### src/ums_defines.vh
// Register offsets, field positions, reset values and codes for the modem status block
`ifndef UMS_DEFINES_VH
`define UMS_DEFINES_VH

// ----------------------------------------------------------------------------
// Register byte offsets on APB
// ----------------------------------------------------------------------------
`define UMS_OFF_MODEM_STATUS     12'h000
`define UMS_OFF_SCRATCH_PAD      12'h004
`define UMS_OFF_DIVISOR_LOW      12'h008
`define UMS_OFF_DIVISOR_HIGH     12'h00c
`define UMS_OFF_DIVISOR_FRACTION 12'h010
`define UMS_OFF_DEVICE_IDENTITY  12'h014
`define UMS_OFF_MODEM_CONTROL    12'h018
`define UMS_OFF_FEATURE_CONTROL  12'h01c
`define UMS_OFF_ENHANCED_FEATURE 12'h020
`define UMS_OFF_INTERRUPT_ENABLE 12'h024
`define UMS_OFF_LINE_STATUS      12'h028
`define UMS_OFF_FIFO_STATUS      12'h02c
`define UMS_OFF_ENHANCED_MODE    12'h030
`define UMS_OFF_DIVISOR_TOTAL    12'h034

// ----------------------------------------------------------------------------
// Field positions
// ----------------------------------------------------------------------------
`define UMS_MCR_DTR       0
`define UMS_MCR_RTS       1
`define UMS_MCR_OUT1      2
`define UMS_MCR_OUT2      3
`define UMS_MCR_LOOP      4
`define UMS_FCR_SWAP      6
`define UMS_EFR_ENH       4
`define UMS_EFR_ACTS      7
`define UMS_IER_MODEM     3
`define UMS_EMS_INV       3
`define UMS_EMS_LSR_IMM   6
`define UMS_EMS_SAMPLE16  7
`define UMS_LSR_FIFO_ERR  7

// ----------------------------------------------------------------------------
// Reset values and codes
// ----------------------------------------------------------------------------
`define UMS_RST_SCRATCH   8'hff
`define UMS_RST_EMS       8'h80
`define UMS_RST_ZERO      8'h00
`define UMS_DEVICE_ID     8'h5c
`define UMS_LVL_RX        2'h0
`define UMS_LVL_TX        2'h1
`define UMS_LVL_ALT       2'h3

`endif

### src/ums_regs.v
// Modem status, scratch swap, enhanced mode select and divisor register block
// Notes on behaviour
// - Line status bit 7 set while any receive FIFO byte carries an error tag.
// - That summary flag clears itself once no held byte carries an error.
// - Low four modem status bits flag input changes; interrupt when enable bit 3.
// - Ring change flag sets only on the rising edge of the ring input.
// - Modem status bit 4 is inverted clear-to-send pin, or RTS bit in loopback.
// - Bits 5-7 invert DSR, RI, CD pins; loopback shows DTR, bit 2, bit 3.
// - Auto CTS: high CTS halts transmit after current character; low resumes.
// - Scratch pad keeps contents in sleep and resets to ff.
// - With swap bit set, scratch writes go to enhanced mode select.
// - Mode select bits 1-0 choose receive, transmit or alternating level count.
// - Alternating mode returns receive count first, then toggles on every read.
// - Mode select bit 3 inverts the half-duplex direction output.
// - Four bits select RTS hysteresis from the sixteen-entry table.
// - Bit 6 clear: error interrupt when bad character reaches receive holding.
// - Bit 6 set: error interrupt as soon as bad character enters the FIFO.
// - Mode select bit 7 selects 16X sampling when set, 8X when clear.
// - With swap bit set, scratch reads return the chosen FIFO level count.
// - Divisor is high:low sixteen-bit value plus fraction over sixteen.
// - Fraction register writable only while enhanced feature bit 4 is set.
// - Modem control bit 4 enters loopback.
//
// Design decisions made here: the APB interface to the registers and the register addresses.
`include "ums_defines.vh"
`default_nettype none

module ums_regs (
  // APB
  input  wire        pclk,
  input  wire        presetn,
  input  wire        psel,
  input  wire        penable,
  input  wire        pwrite,
  input  wire [11:0] paddr,
  input  wire [31:0] pwdata,
  output reg  [31:0] prdata,
  output reg         pready,
  output reg         pslverr,
  // Modem pins, active low
  input  wire        cts_n,
  input  wire        dsr_n,
  input  wire        ri_n,
  input  wire        cd_n,
  // Receive and transmit datapath status
  input  wire [7:0]  rx_level,
  input  wire [7:0]  tx_level,
  input  wire [7:0]  rx_err_count,
  input  wire        rx_push,
  input  wire        rx_push_err,
  input  wire        rhr_err,
  input  wire        tx_char_done,
  input  wire        tx_active,
  input  wire        sleep,
  // Controls to the rest of the channel
  output reg         tx_allow,
  output reg         modem_irq,
  output reg         line_err_irq,
  output reg         dir_rts_n,
  output reg  [5:0]  rts_hysteresis,
  output reg         sample_16x,
  output reg  [19:0] baud_divisor,
  output reg         loopback
);

  // --------------------------------------------------------------------------
  // Storage
  // --------------------------------------------------------------------------
  reg [7:0]  scratch_pad;
  reg [7:0]  enhanced_mode_select;
  reg [7:0]  divisor_low;
  reg [7:0]  divisor_high;
  reg [7:0]  divisor_fraction;
  reg [7:0]  modem_control;
  reg [7:0]  feature_control;
  reg [7:0]  enhanced_feature;
  reg [7:0]  interrupt_enable;
  reg [3:0]  delta;
  reg        alt_tx_next;
  reg        tx_halted;
  reg [3:0]  pin_s1;
  reg [3:0]  pin_s2;
  reg [3:0]  pin_prev;

  // --------------------------------------------------------------------------
  // Decode
  // --------------------------------------------------------------------------
  wire       access = psel & penable;
  wire       wr     = access & pwrite;
  wire       rd     = access & ~pwrite;
  wire [7:0] wb     = pwdata[7:0];
  wire       swap   = feature_control[`UMS_FCR_SWAP];

  function hit;
    input [11:0] off;
    begin
      hit = (paddr == off);
    end
  endfunction

  // --------------------------------------------------------------------------
  // Hysteresis table
  // --------------------------------------------------------------------------
  // Hysteresis table; index is extended bits 5:4 then feature bits 1:0
  function [5:0] hyst;
    input [3:0] sel;
    begin
      case (sel)
        4'h0: hyst = 6'd0;
        4'h1: hyst = 6'd4;
        4'h2: hyst = 6'd6;
        4'h3: hyst = 6'd8;
        4'h4: hyst = 6'd8;
        4'h5: hyst = 6'd16;
        4'h6: hyst = 6'd24;
        4'h7: hyst = 6'd32;
        4'h8: hyst = 6'd40;
        4'h9: hyst = 6'd44;
        4'ha: hyst = 6'd48;
        4'hb: hyst = 6'd52;
        4'hc: hyst = 6'd12;
        4'hd: hyst = 6'd20;
        4'he: hyst = 6'd28;
        default: hyst = 6'd36;
      endcase
    end
  endfunction

  // --------------------------------------------------------------------------
  // Modem status assembly
  // --------------------------------------------------------------------------
  // Pins synchronised; bit order cts, dsr, ri, cd, all made active high
  wire [3:0] pin_act = pin_s2;
  wire [3:0] msr_hi  = loopback ?
    {modem_control[`UMS_MCR_OUT2], modem_control[`UMS_MCR_OUT1],
     modem_control[`UMS_MCR_DTR], modem_control[`UMS_MCR_RTS]} :
    {pin_act[3], pin_act[2], pin_act[1], pin_act[0]};
  wire [7:0] modem_status = {msr_hi, delta};

  // --------------------------------------------------------------------------
  // Change detection
  // --------------------------------------------------------------------------
  wire [3:0] chg;
  assign chg[0] = msr_hi[0] ^ pin_prev[0];
  assign chg[1] = msr_hi[1] ^ pin_prev[1];
  assign chg[2] = ~msr_hi[2] & pin_prev[2];
  assign chg[3] = msr_hi[3] ^ pin_prev[3];

  // --------------------------------------------------------------------------
  // Level counter select
  // --------------------------------------------------------------------------
  // Only reachable through the swapped scratch location
  wire [1:0] lvl_mode = enhanced_mode_select[1:0];
  wire       lvl_rd   = rd & hit(`UMS_OFF_SCRATCH_PAD) & swap;
  reg  [7:0] level_sel;
  always @* begin
    if (!lvl_mode[0])
      level_sel = rx_level;
    else if (!lvl_mode[1])
      level_sel = tx_level;
    else
      level_sel = alt_tx_next ? tx_level : rx_level;
  end

  // --------------------------------------------------------------------------
  // Line status
  // --------------------------------------------------------------------------
  // Follows the error count, so the flag clears by itself with the last bad byte
  wire fifo_err = (rx_err_count != 8'h00);
  wire [7:0] line_status = {fifo_err, 7'h00};

  // --------------------------------------------------------------------------
  // Read multiplexer
  // --------------------------------------------------------------------------
  // Unmapped offsets clear known, which the slave turns into an error
  reg [7:0] rmux;
  reg       known;
  always @* begin
    rmux  = 8'h00;
    known = 1'b1;
    case (paddr)
      `UMS_OFF_MODEM_STATUS:     rmux = modem_status;
      `UMS_OFF_SCRATCH_PAD:      rmux = swap ? level_sel : scratch_pad;
      `UMS_OFF_DIVISOR_LOW:      rmux = divisor_low;
      `UMS_OFF_DIVISOR_HIGH:     rmux = divisor_high;
      `UMS_OFF_DIVISOR_FRACTION: rmux = divisor_fraction;
      `UMS_OFF_DEVICE_IDENTITY:  rmux = `UMS_DEVICE_ID;
      `UMS_OFF_MODEM_CONTROL:    rmux = modem_control;
      `UMS_OFF_FEATURE_CONTROL:  rmux = feature_control;
      `UMS_OFF_ENHANCED_FEATURE: rmux = enhanced_feature;
      `UMS_OFF_INTERRUPT_ENABLE: rmux = interrupt_enable;
      `UMS_OFF_LINE_STATUS:      rmux = line_status;
      `UMS_OFF_FIFO_STATUS:      rmux = rx_err_count;
      `UMS_OFF_ENHANCED_MODE:    rmux = enhanced_mode_select;
      `UMS_OFF_DIVISOR_TOTAL:    rmux = 8'h00;
      default:                   known = 1'b0;
    endcase
  end

  // --------------------------------------------------------------------------
  // APB slave: zero wait states, error on unmapped address
  // --------------------------------------------------------------------------
  always @(posedge pclk or negedge presetn) begin
    if (!presetn) begin
      prdata  <= 32'h00000000;
      pready  <= 1'b0;
      pslverr <= 1'b0;
    end else begin
      pready  <= psel & ~penable;
      pslverr <= psel & ~penable & ~known;
      // Writes return zero so a refused write never shows stale data
      if (psel & ~penable & pwrite)
        prdata <= 32'h00000000;
      else if (psel & ~penable)
        prdata <= (paddr == `UMS_OFF_DIVISOR_TOTAL) ?
                  {12'h000, divisor_high, divisor_low, divisor_fraction[3:0]} :
                  {24'h000000, rmux};
    end
  end

  // --------------------------------------------------------------------------
  // Write commit
  // --------------------------------------------------------------------------
  // Writes take effect in the access cycle when pready is high
  wire wr_ok = wr & pready;
  wire rd_ok = rd & pready;

  // --------------------------------------------------------------------------
  // Write strobes
  // --------------------------------------------------------------------------
  wire wr_scratch  = wr_ok & hit(`UMS_OFF_SCRATCH_PAD) & ~swap;
  wire wr_ems      = wr_ok & hit(`UMS_OFF_SCRATCH_PAD) & swap;
  wire wr_div_lo   = wr_ok & hit(`UMS_OFF_DIVISOR_LOW);
  wire wr_div_hi   = wr_ok & hit(`UMS_OFF_DIVISOR_HIGH);
  wire wr_div_frac = wr_ok & hit(`UMS_OFF_DIVISOR_FRACTION) & enhanced_feature[`UMS_EFR_ENH];
  wire wr_mcr      = wr_ok & hit(`UMS_OFF_MODEM_CONTROL);
  wire wr_fcr      = wr_ok & hit(`UMS_OFF_FEATURE_CONTROL);
  wire wr_efr      = wr_ok & hit(`UMS_OFF_ENHANCED_FEATURE);
  wire wr_ier      = wr_ok & hit(`UMS_OFF_INTERRUPT_ENABLE);
  wire rd_msr      = rd_ok & hit(`UMS_OFF_MODEM_STATUS);
  wire lvl_step    = lvl_rd & pready & (lvl_mode == `UMS_LVL_ALT);

  // --------------------------------------------------------------------------
  // Registers
  // --------------------------------------------------------------------------
  always @(posedge pclk or negedge presetn) begin
    if (!presetn) begin
      scratch_pad          <= `UMS_RST_SCRATCH;
      enhanced_mode_select <= `UMS_RST_EMS;
      divisor_low          <= `UMS_RST_ZERO;
      divisor_high         <= `UMS_RST_ZERO;
      divisor_fraction     <= `UMS_RST_ZERO;
      modem_control        <= `UMS_RST_ZERO;
      feature_control      <= `UMS_RST_ZERO;
      enhanced_feature     <= `UMS_RST_ZERO;
      interrupt_enable     <= `UMS_RST_ZERO;
    end else begin
      // Sleep does not touch the scratch contents
      if (wr_scratch)
        scratch_pad <= wb;
      if (wr_ems)
        enhanced_mode_select <= wb;
      if (wr_div_lo)
        divisor_low <= wb;
      if (wr_div_hi)
        divisor_high <= wb;
      if (wr_div_frac)
        divisor_fraction <= wb;
      if (wr_mcr)
        modem_control <= wb;
      if (wr_fcr)
        feature_control <= wb;
      if (wr_efr)
        enhanced_feature <= wb;
      if (wr_ier)
        interrupt_enable <= wb;
    end
  end

  // --------------------------------------------------------------------------
  // Alternating level counter
  // --------------------------------------------------------------------------
  // Programming the mode restarts alternation at the receive count
  always @(posedge pclk or negedge presetn) begin
    if (!presetn)
      alt_tx_next <= 1'b0;
    else if (wr_ems)
      alt_tx_next <= 1'b0;
    else if (lvl_step)
      alt_tx_next <= ~alt_tx_next;
  end

  // --------------------------------------------------------------------------
  // Modem input synchroniser
  // --------------------------------------------------------------------------
  always @(posedge pclk or negedge presetn) begin
    if (!presetn) begin
      pin_s1 <= 4'h0;
      pin_s2 <= 4'h0;
    end else begin
      pin_s1 <= {~cd_n, ~ri_n, ~dsr_n, ~cts_n};
      pin_s2 <= pin_s1;
    end
  end

  // --------------------------------------------------------------------------
  // Change flags
  // --------------------------------------------------------------------------
  // Only flags the read returned are cleared; later changes survive the clear
  always @(posedge pclk or negedge presetn) begin
    if (!presetn) begin
      pin_prev <= 4'h0;
      delta    <= 4'h0;
    end else begin
      pin_prev <= msr_hi;
      if (rd_msr)
        delta <= (delta & ~prdata[3:0]) | chg;
      else
        delta <= delta | chg;
    end
  end

  // --------------------------------------------------------------------------
  // Automatic clear-to-send gating
  // --------------------------------------------------------------------------
  // Halt only at a character boundary so no frame is cut short
  always @(posedge pclk or negedge presetn) begin
    if (!presetn)
      tx_halted <= 1'b0;
    else if (~enhanced_feature[`UMS_EFR_ACTS] | msr_hi[0])
      tx_halted <= 1'b0;
    else if (tx_char_done | ~tx_active)
      tx_halted <= 1'b1;
  end

  // --------------------------------------------------------------------------
  // Outputs
  // --------------------------------------------------------------------------
  wire next_dir = tx_active ^ enhanced_mode_select[`UMS_EMS_INV];

  // --------------------------------------------------------------------------
  // Error interrupt select
  // --------------------------------------------------------------------------
  wire err_ev   = enhanced_mode_select[`UMS_EMS_LSR_IMM] ?
                  rx_push & rx_push_err : rhr_err;

  always @(posedge pclk or negedge presetn) begin
    if (!presetn) begin
      tx_allow       <= 1'b1;
      modem_irq      <= 1'b0;
      line_err_irq   <= 1'b0;
      dir_rts_n      <= 1'b1;
      rts_hysteresis <= 6'd0;
      sample_16x     <= 1'b1;
      baud_divisor   <= 20'h00000;
      loopback       <= 1'b0;
    end else begin
      tx_allow       <= ~tx_halted;
      modem_irq      <= (|delta) & interrupt_enable[`UMS_IER_MODEM];
      line_err_irq   <= err_ev;
      dir_rts_n      <= ~next_dir;
      rts_hysteresis <= hyst({enhanced_mode_select[5:4], feature_control[1:0]});
      sample_16x     <= enhanced_mode_select[`UMS_EMS_SAMPLE16];
      baud_divisor   <= {divisor_high, divisor_low, divisor_fraction[3:0]};
      loopback       <= modem_control[`UMS_MCR_LOOP];
    end
  end

endmodule // ums_regs
`default_nettype wire

### config.mk
export PLATFORM = sky130hd
export DESIGN_NAME = ums_regs
export DESIGN_NICKNAME = d
export VERILOG_FILES = /design/src/ums_regs.v
export VERILOG_INCLUDE_DIRS = /design/src
export SDC_FILE = /design/constraint.sdc
export NUM_CORES = 1
export LEC_CHECK = 0
export BUFFER_PORTS_ARGS = -buffer_cell sky130_fd_sc_hd__buf_2
export CAP_MARGIN = 40
export CORE_MARGIN = 2
export CORE_UTILIZATION = 49
export CTS_CLUSTER_DIAMETER = 100
export DETAILED_ROUTE_END_ITERATION = 12
export PLACE_DENSITY = 0.76
export SLEW_MARGIN = 5
export SYNTH_ARGS = -nofsm -noshare
export SYNTH_HDL_FRONTEND = slang
export SYNTH_SLANG_ARGS = --single-unit
### constraint.sdc
create_clock -name pclk -period 1.93 [get_ports pclk]
set_input_delay 0.386 -clock pclk [delete_from_list [all_inputs] [get_ports pclk]]
set_output_delay 0.386 -clock pclk [all_outputs]
set_load 0.05 [all_outputs]
### Word-level counts from Yosys, hierarchy flattened

Memories as Yosys holds them, arrays and structs flattened. A register that Yosys moved wholly into a read port is not among the register bits.
Cells that the tools add are included.

| word-level totals | value |
|---|---|
| register bits after elaboration | 156 |
| latch bits | 0 |
| bits in writable memories | 0 |
| bits in read-only memories | 80 |
| input bits | 83 |
| memories | 1 |

Memories:

| name | words | bits a word | read ports | clocked after memory_dff | wr ports | line | text |
|---|---|---|---|---|---|---|---|
| (name not given) | 16 | 5 | 1 | 1 | 0 | ums_regs.v:108 | `case (sel)` |

| operators by class | value |
|---|---|
| add/subtract/negate cells | 0 |
| $mul | 0 |
| div/mod/pow operators | 0 |
| order comparisons | 0 |
| equal/unequal tests | 14 |
| shift operators | 0 |
| mux-type cells | 16 |
| bitwise operators | 51 |
| reductions and logical operators | 8 |

Operators with widths:

| kind | number |
|---|---|
| one-hot mux 8 bit (13 select lines) | 1 |
| equality test 12 x 6 -> 1 bit (second input constant) | 6 |
| two-way mux 32 bit | 2 |
| equality test 12 x 5 -> 1 bit (second input constant) | 4 |
| two-way mux 8 bit | 4 |
| bitwise AND 1 bit | 27 |
| equality test 12 x 4 -> 1 bit (second input constant) | 2 |
| two-way mux 20 bit | 1 |
| inverter 1 bit | 14 |
| OR reduction 14 bit | 1 |
| equality test 12 x 3 -> 1 bit (second input constant) | 1 |
| logical NOT 12 bit | 1 |
| two-way mux 4 bit | 2 |
| bitwise OR 4 bit | 2 |
| nonzero test 8 bit | 1 |
| two-way mux 1 bit | 6 |
| nonzero test 2 bit | 3 |
| bitwise AND 4 bit | 1 |
| inverter 4 bit | 1 |
| OR reduction 4 bit | 1 |
| bitwise XOR 1 bit | 4 |
| equality test 2 bit (second input constant) | 1 |
| bitwise OR 1 bit | 2 |
| logical NOT 1 bit | 1 |

### Logic depth before layout (Yosys ltp)

| depth | value |
|---|---|
| depth after elaboration | 8 |
| gate-level depth with buffers | 8 |

### Worst setup path before layout

Ideal clock, no wire load.

| timing | value |
|---|---|
| kind | reg2reg |
| from | register pready |
| to | register feature_control[1] |
| data arrival time | 2,154 ps |
| required time | 1,805 ps |
| setup slack | -349 ps |
| stages on the path, launching flop included | 5 |
| path buffers | 0 |
| cell sequence | dfrtp_1 > and3_1 > nand2_1 > nor4_4 > mux2_2 |

| between the ends | value |
|---|---|
| word-level cells in the longest chain between the ends | 2 |

Ends and longest elaborated chain:

| element | line | text |
|---|---|---|
| start: declaration | ums_regs.v:38 | `output reg pready,` |
| start signal: assignment | ums_regs.v:209 | `pready <= psel & ~penable;` |
| bitwise AND 1 bit | ums_regs.v:225 | `wire wr_ok = wr & pready;` |
| bitwise AND 1 bit | ums_regs.v:237 | `` wire wr_fcr = wr_ok & hit(`UMS_OFF_FEATURE_CONTROL); `` |
| end signal: assignment | ums_regs.v:254 | `` feature_control <= `UMS_RST_ZERO; `` |
| end signal: assignment | ums_regs.v:272 | `feature_control <= wb;` |
| end: declaration | ums_regs.v:75 | `reg [7:0] feature_control;` |

Every way passes these cells.
A chain may end at the register's enable or synchronous reset.

### Final worst setup path

| timing | value |
|---|---|
| from | register pready |
| to | register modem_control[6] |

| between the ends | value |
|---|---|
| word-level cells in the longest chain between the ends | 2 |

Ends and longest elaborated chain:

| element | line | text |
|---|---|---|
| bitwise AND 1 bit | ums_regs.v:225 |  |
| bitwise AND 1 bit | ums_regs.v:236 | `` wire wr_mcr = wr_ok & hit(`UMS_OFF_MODEM_CONTROL); `` |
| end signal: assignment | ums_regs.v:253 | `` modem_control <= `UMS_RST_ZERO; `` |
| end signal: assignment | ums_regs.v:270 | `modem_control <= wb;` |
| end: declaration | ums_regs.v:74 | `reg [7:0] modem_control;` |

Every way passes these cells.

==> impl_metrics.ini <==
[outcome]
status = completed

[floorplanning]
initial_utilization = 0.498
die_y_um = 120
core_area_um2 = 13100
dieArea_um2 = 14300
ioPinCount = 149
die_x_um = 120
rows = 42

[synth]
synth_top_area_share = 0.501
synthTopCellsByCount = dfrtp_1, mux2_2, mux2i_1, nand2_1, nor2_1
ys_types = 69
yosysTopAreaCell = dfrtp_1
synth_area_leaders = dfrtp_1, mux2_2, dfstp_2
synth_edf_count = 0
synthArstFlopShare = 1.00
synthFlopType = dfrtp_1
ys_ff_latch = 143
postSynthAreaPerCell_um2 = 12.6
syn_area_um2 = 6540
yosysMostFrequentCell = dfrtp_1
synth_cells = 519
ys_warn_count = 0
seq_area_frac_synth = 0.549

[final_layout]
nNetsFinal = 784
drive_gt1_frac = 0.463
final_util = 0.645
area_delta_synth_final_pct = 29.6
antennaDiodeCount = 0
fin_area_um2 = 8480
n_fill_cell = 1020

[detailed_routing]
drtAntennaViolNets = 0
route.detailed.drc = 0
wl_um = 19800
via_per_inst = 5.72
vias = 5082
first_pass_iters = 5
wl_per_cell_um = 22.3
first_iter_violations = 419

[setup_path]
crit_type = register to register
worstPathRequired_ns = 2.24
reg2reg_depth = 6
r2r-start = pready$_DFF_PN0_
critPathMaxFanout = 8
worstReg2RegEnd = modem_control[6]$_DFFE_PN0P_
r2r_slack_ns = 0.08
end_kind = register
cp.arrival_ns = 2.16
critPathLaunchType = register

[power]
p_leak_nw = 4.23
power.density_nw_per_um2 = 802
worst_ir_drop_vdd_mv = 0.561

[grt]
antenna_found_initial = 0
grtUsageTotal = 0.287
grt_max_degree = 46
grt-ovfl-total = 0
met2_usage = 0.479
grt_pass1_wl_um = 29900
grt_use_met1 = 0.381
grt_pass1_vias = 5044
met3_usage = 0.0561
grt-busiest-layer = met2

[sta]
slew_violations = 0
period_minus_slack_ns = 1.85
finalHoldViolCount = 0
setup_viol = 0
tns_ns = 0
finalClockSkew_ns = 0.00726
max_freq_mhz = 540
rsz0062_at_grt = no
post-route-period-util = 0.960

[clock_network]
cts_tree = built
htree_levels = 4
clkSinkCount = 143
cts_root_buffer = clkbuf_16
numCtsBuffers = 17
clk_latency_ns = 0.43
clockBufferDepth = 2
path_clk_slew_ns = 0.06

[run]
cap_violations = 0

[place]
dpl-instance-area_um2 = 7880
dp_hpwl_um = 15000
port_buffers = 110
place.gp.congestion = 0.965

[worst_hold_path]
hold_depth = 2
min_path_type = input pin to register
hold_end = pin_s1[0]$_DFF_PN0_
worstHoldStart = cts_n
routing by layer:
metal,share of wire,vias to the layer above
met2,0.50,212
met1,0.42,2578
met3,0.064,24
met4,0.017,0
li1,-,2268
met5,0,-
area by class of cell:
cell class | count | area, um^2 | area share
Clock inverter | 12 | 136 | 0.0161
Multi-Input combinational cell | 331 | 2740 | 0.324
Sequential cell | 143 | 3590 | 0.424
Timing Repair Buffer | 191 | 1280 | 0.151
Inverter | 15 | 56.3 | 0.00664
Clock buffer | 20 | 447 | 0.0527
Tap cell | 176 | 220 | 0.0260
state kept, by name, summed over array words and instances, names as in the netlist, 5 cells and up:
register,cells
prdata,20
rts_hysteresis,5
divisor_high,8
modem_control,8
divisor_low,8
enhanced_mode_select,8
enhanced_feature,8
divisor_fraction,8
baud_divisor,20
scratch_pad,8
feature_control,8
interrupt_enable,8
repair_timing:
item | CTS | global route
buffers inserted | 0 | 0
resized for setup | 0 | 0
endpoints found under the hold margin | 38 | 0
hold buffers | 1 | 0
placed cells by master (no fill, tap or decap), types with 8 or more instances in the layout:
master / instances
buf_4: 71
mux2i_1: 24
a22o_1: 15
nor2_1: 21
o21ai_0: 16
buf_2: 109
dfrtp_1: 130
inv_1: 15
mux2_2: 72
conb_1: 13
clkbuf_16: 17
a21oi_1: 15
a31oi_1: 8
nand3_1: 11
buf_12: 9
nand2_1: 20
dfstp_2: 12
how the worst max path moves through the flow:
stage                          start                              to  slack [ns]  cells past startpoint
floorplan                   paddr[7]    modem_control[0]$_DFFE_PN0P_       -0.19                      5
global placement            paddr[5]  feature_control[4]$_DFFE_PN0P_       -0.22                      6
detailed placement          paddr[5]  feature_control[4]$_DFFE_PN0P_       -0.23                      6
CTS                 pready$_DFF_PN0_    modem_control[6]$_DFFE_PN0P_        0.09                      6
global route        pready$_DFF_PN0_    modem_control[6]$_DFFE_PN0P_       0.007                      6
finish              pready$_DFF_PN0_    modem_control[6]$_DFFE_PN0P_        0.08                      6
critical path: stages, from the launching register on:
cell	delay, ns
dfrtp_2	0.35
and3_1	0.24
nand2_2	0.17
buf_4	0.20
nor4_4	0.19
buf_4	0.22
mux2_2	0.35
through the flow:
stage	cells	power (W)	setup slack [ns]	hold WS, ns
final	888	0.00680	0.0767	0.0938
after CTS	888	0.00683	0.0871	0.0786
after global placement	855	0.00362	-0.220	0.332
after global routing	888	0.00700	0.00713	0.0815
after floorplan	531	0.00335	-0.192	0.0904
after detailed placement	855	0.00362	-0.231	0.340
kinds of logic (layout without fill, tap and decap cells):
group	after synthesis	after routing	share of synthesized area
AO/OA/AOI/OAI	101	101	0.113
buffers and inverters	57	238	0.0428
other	1	13	0.000573
adder cells (fa/ha/maj)	2	2	0.00382
XOR/XNOR	4	4	0.00536
flip-flops	143	143	0.549
AND/OR/NAND/NOR	107	107	0.107
multiplexers	104	104	0.178
power by group:
group | total [W] | switching [W] | internal [W]
Combinational | 0.000541 | 0.000364 | 0.000177
Sequential | 0.00304 | 0.0000129 | 0.00302
Clock | 0.00322 | 0.00129 | 0.00194
Total | 0.00680 | 0.00166 | 0.00514
Note: power is estimated with default switching activity, not from simulation.
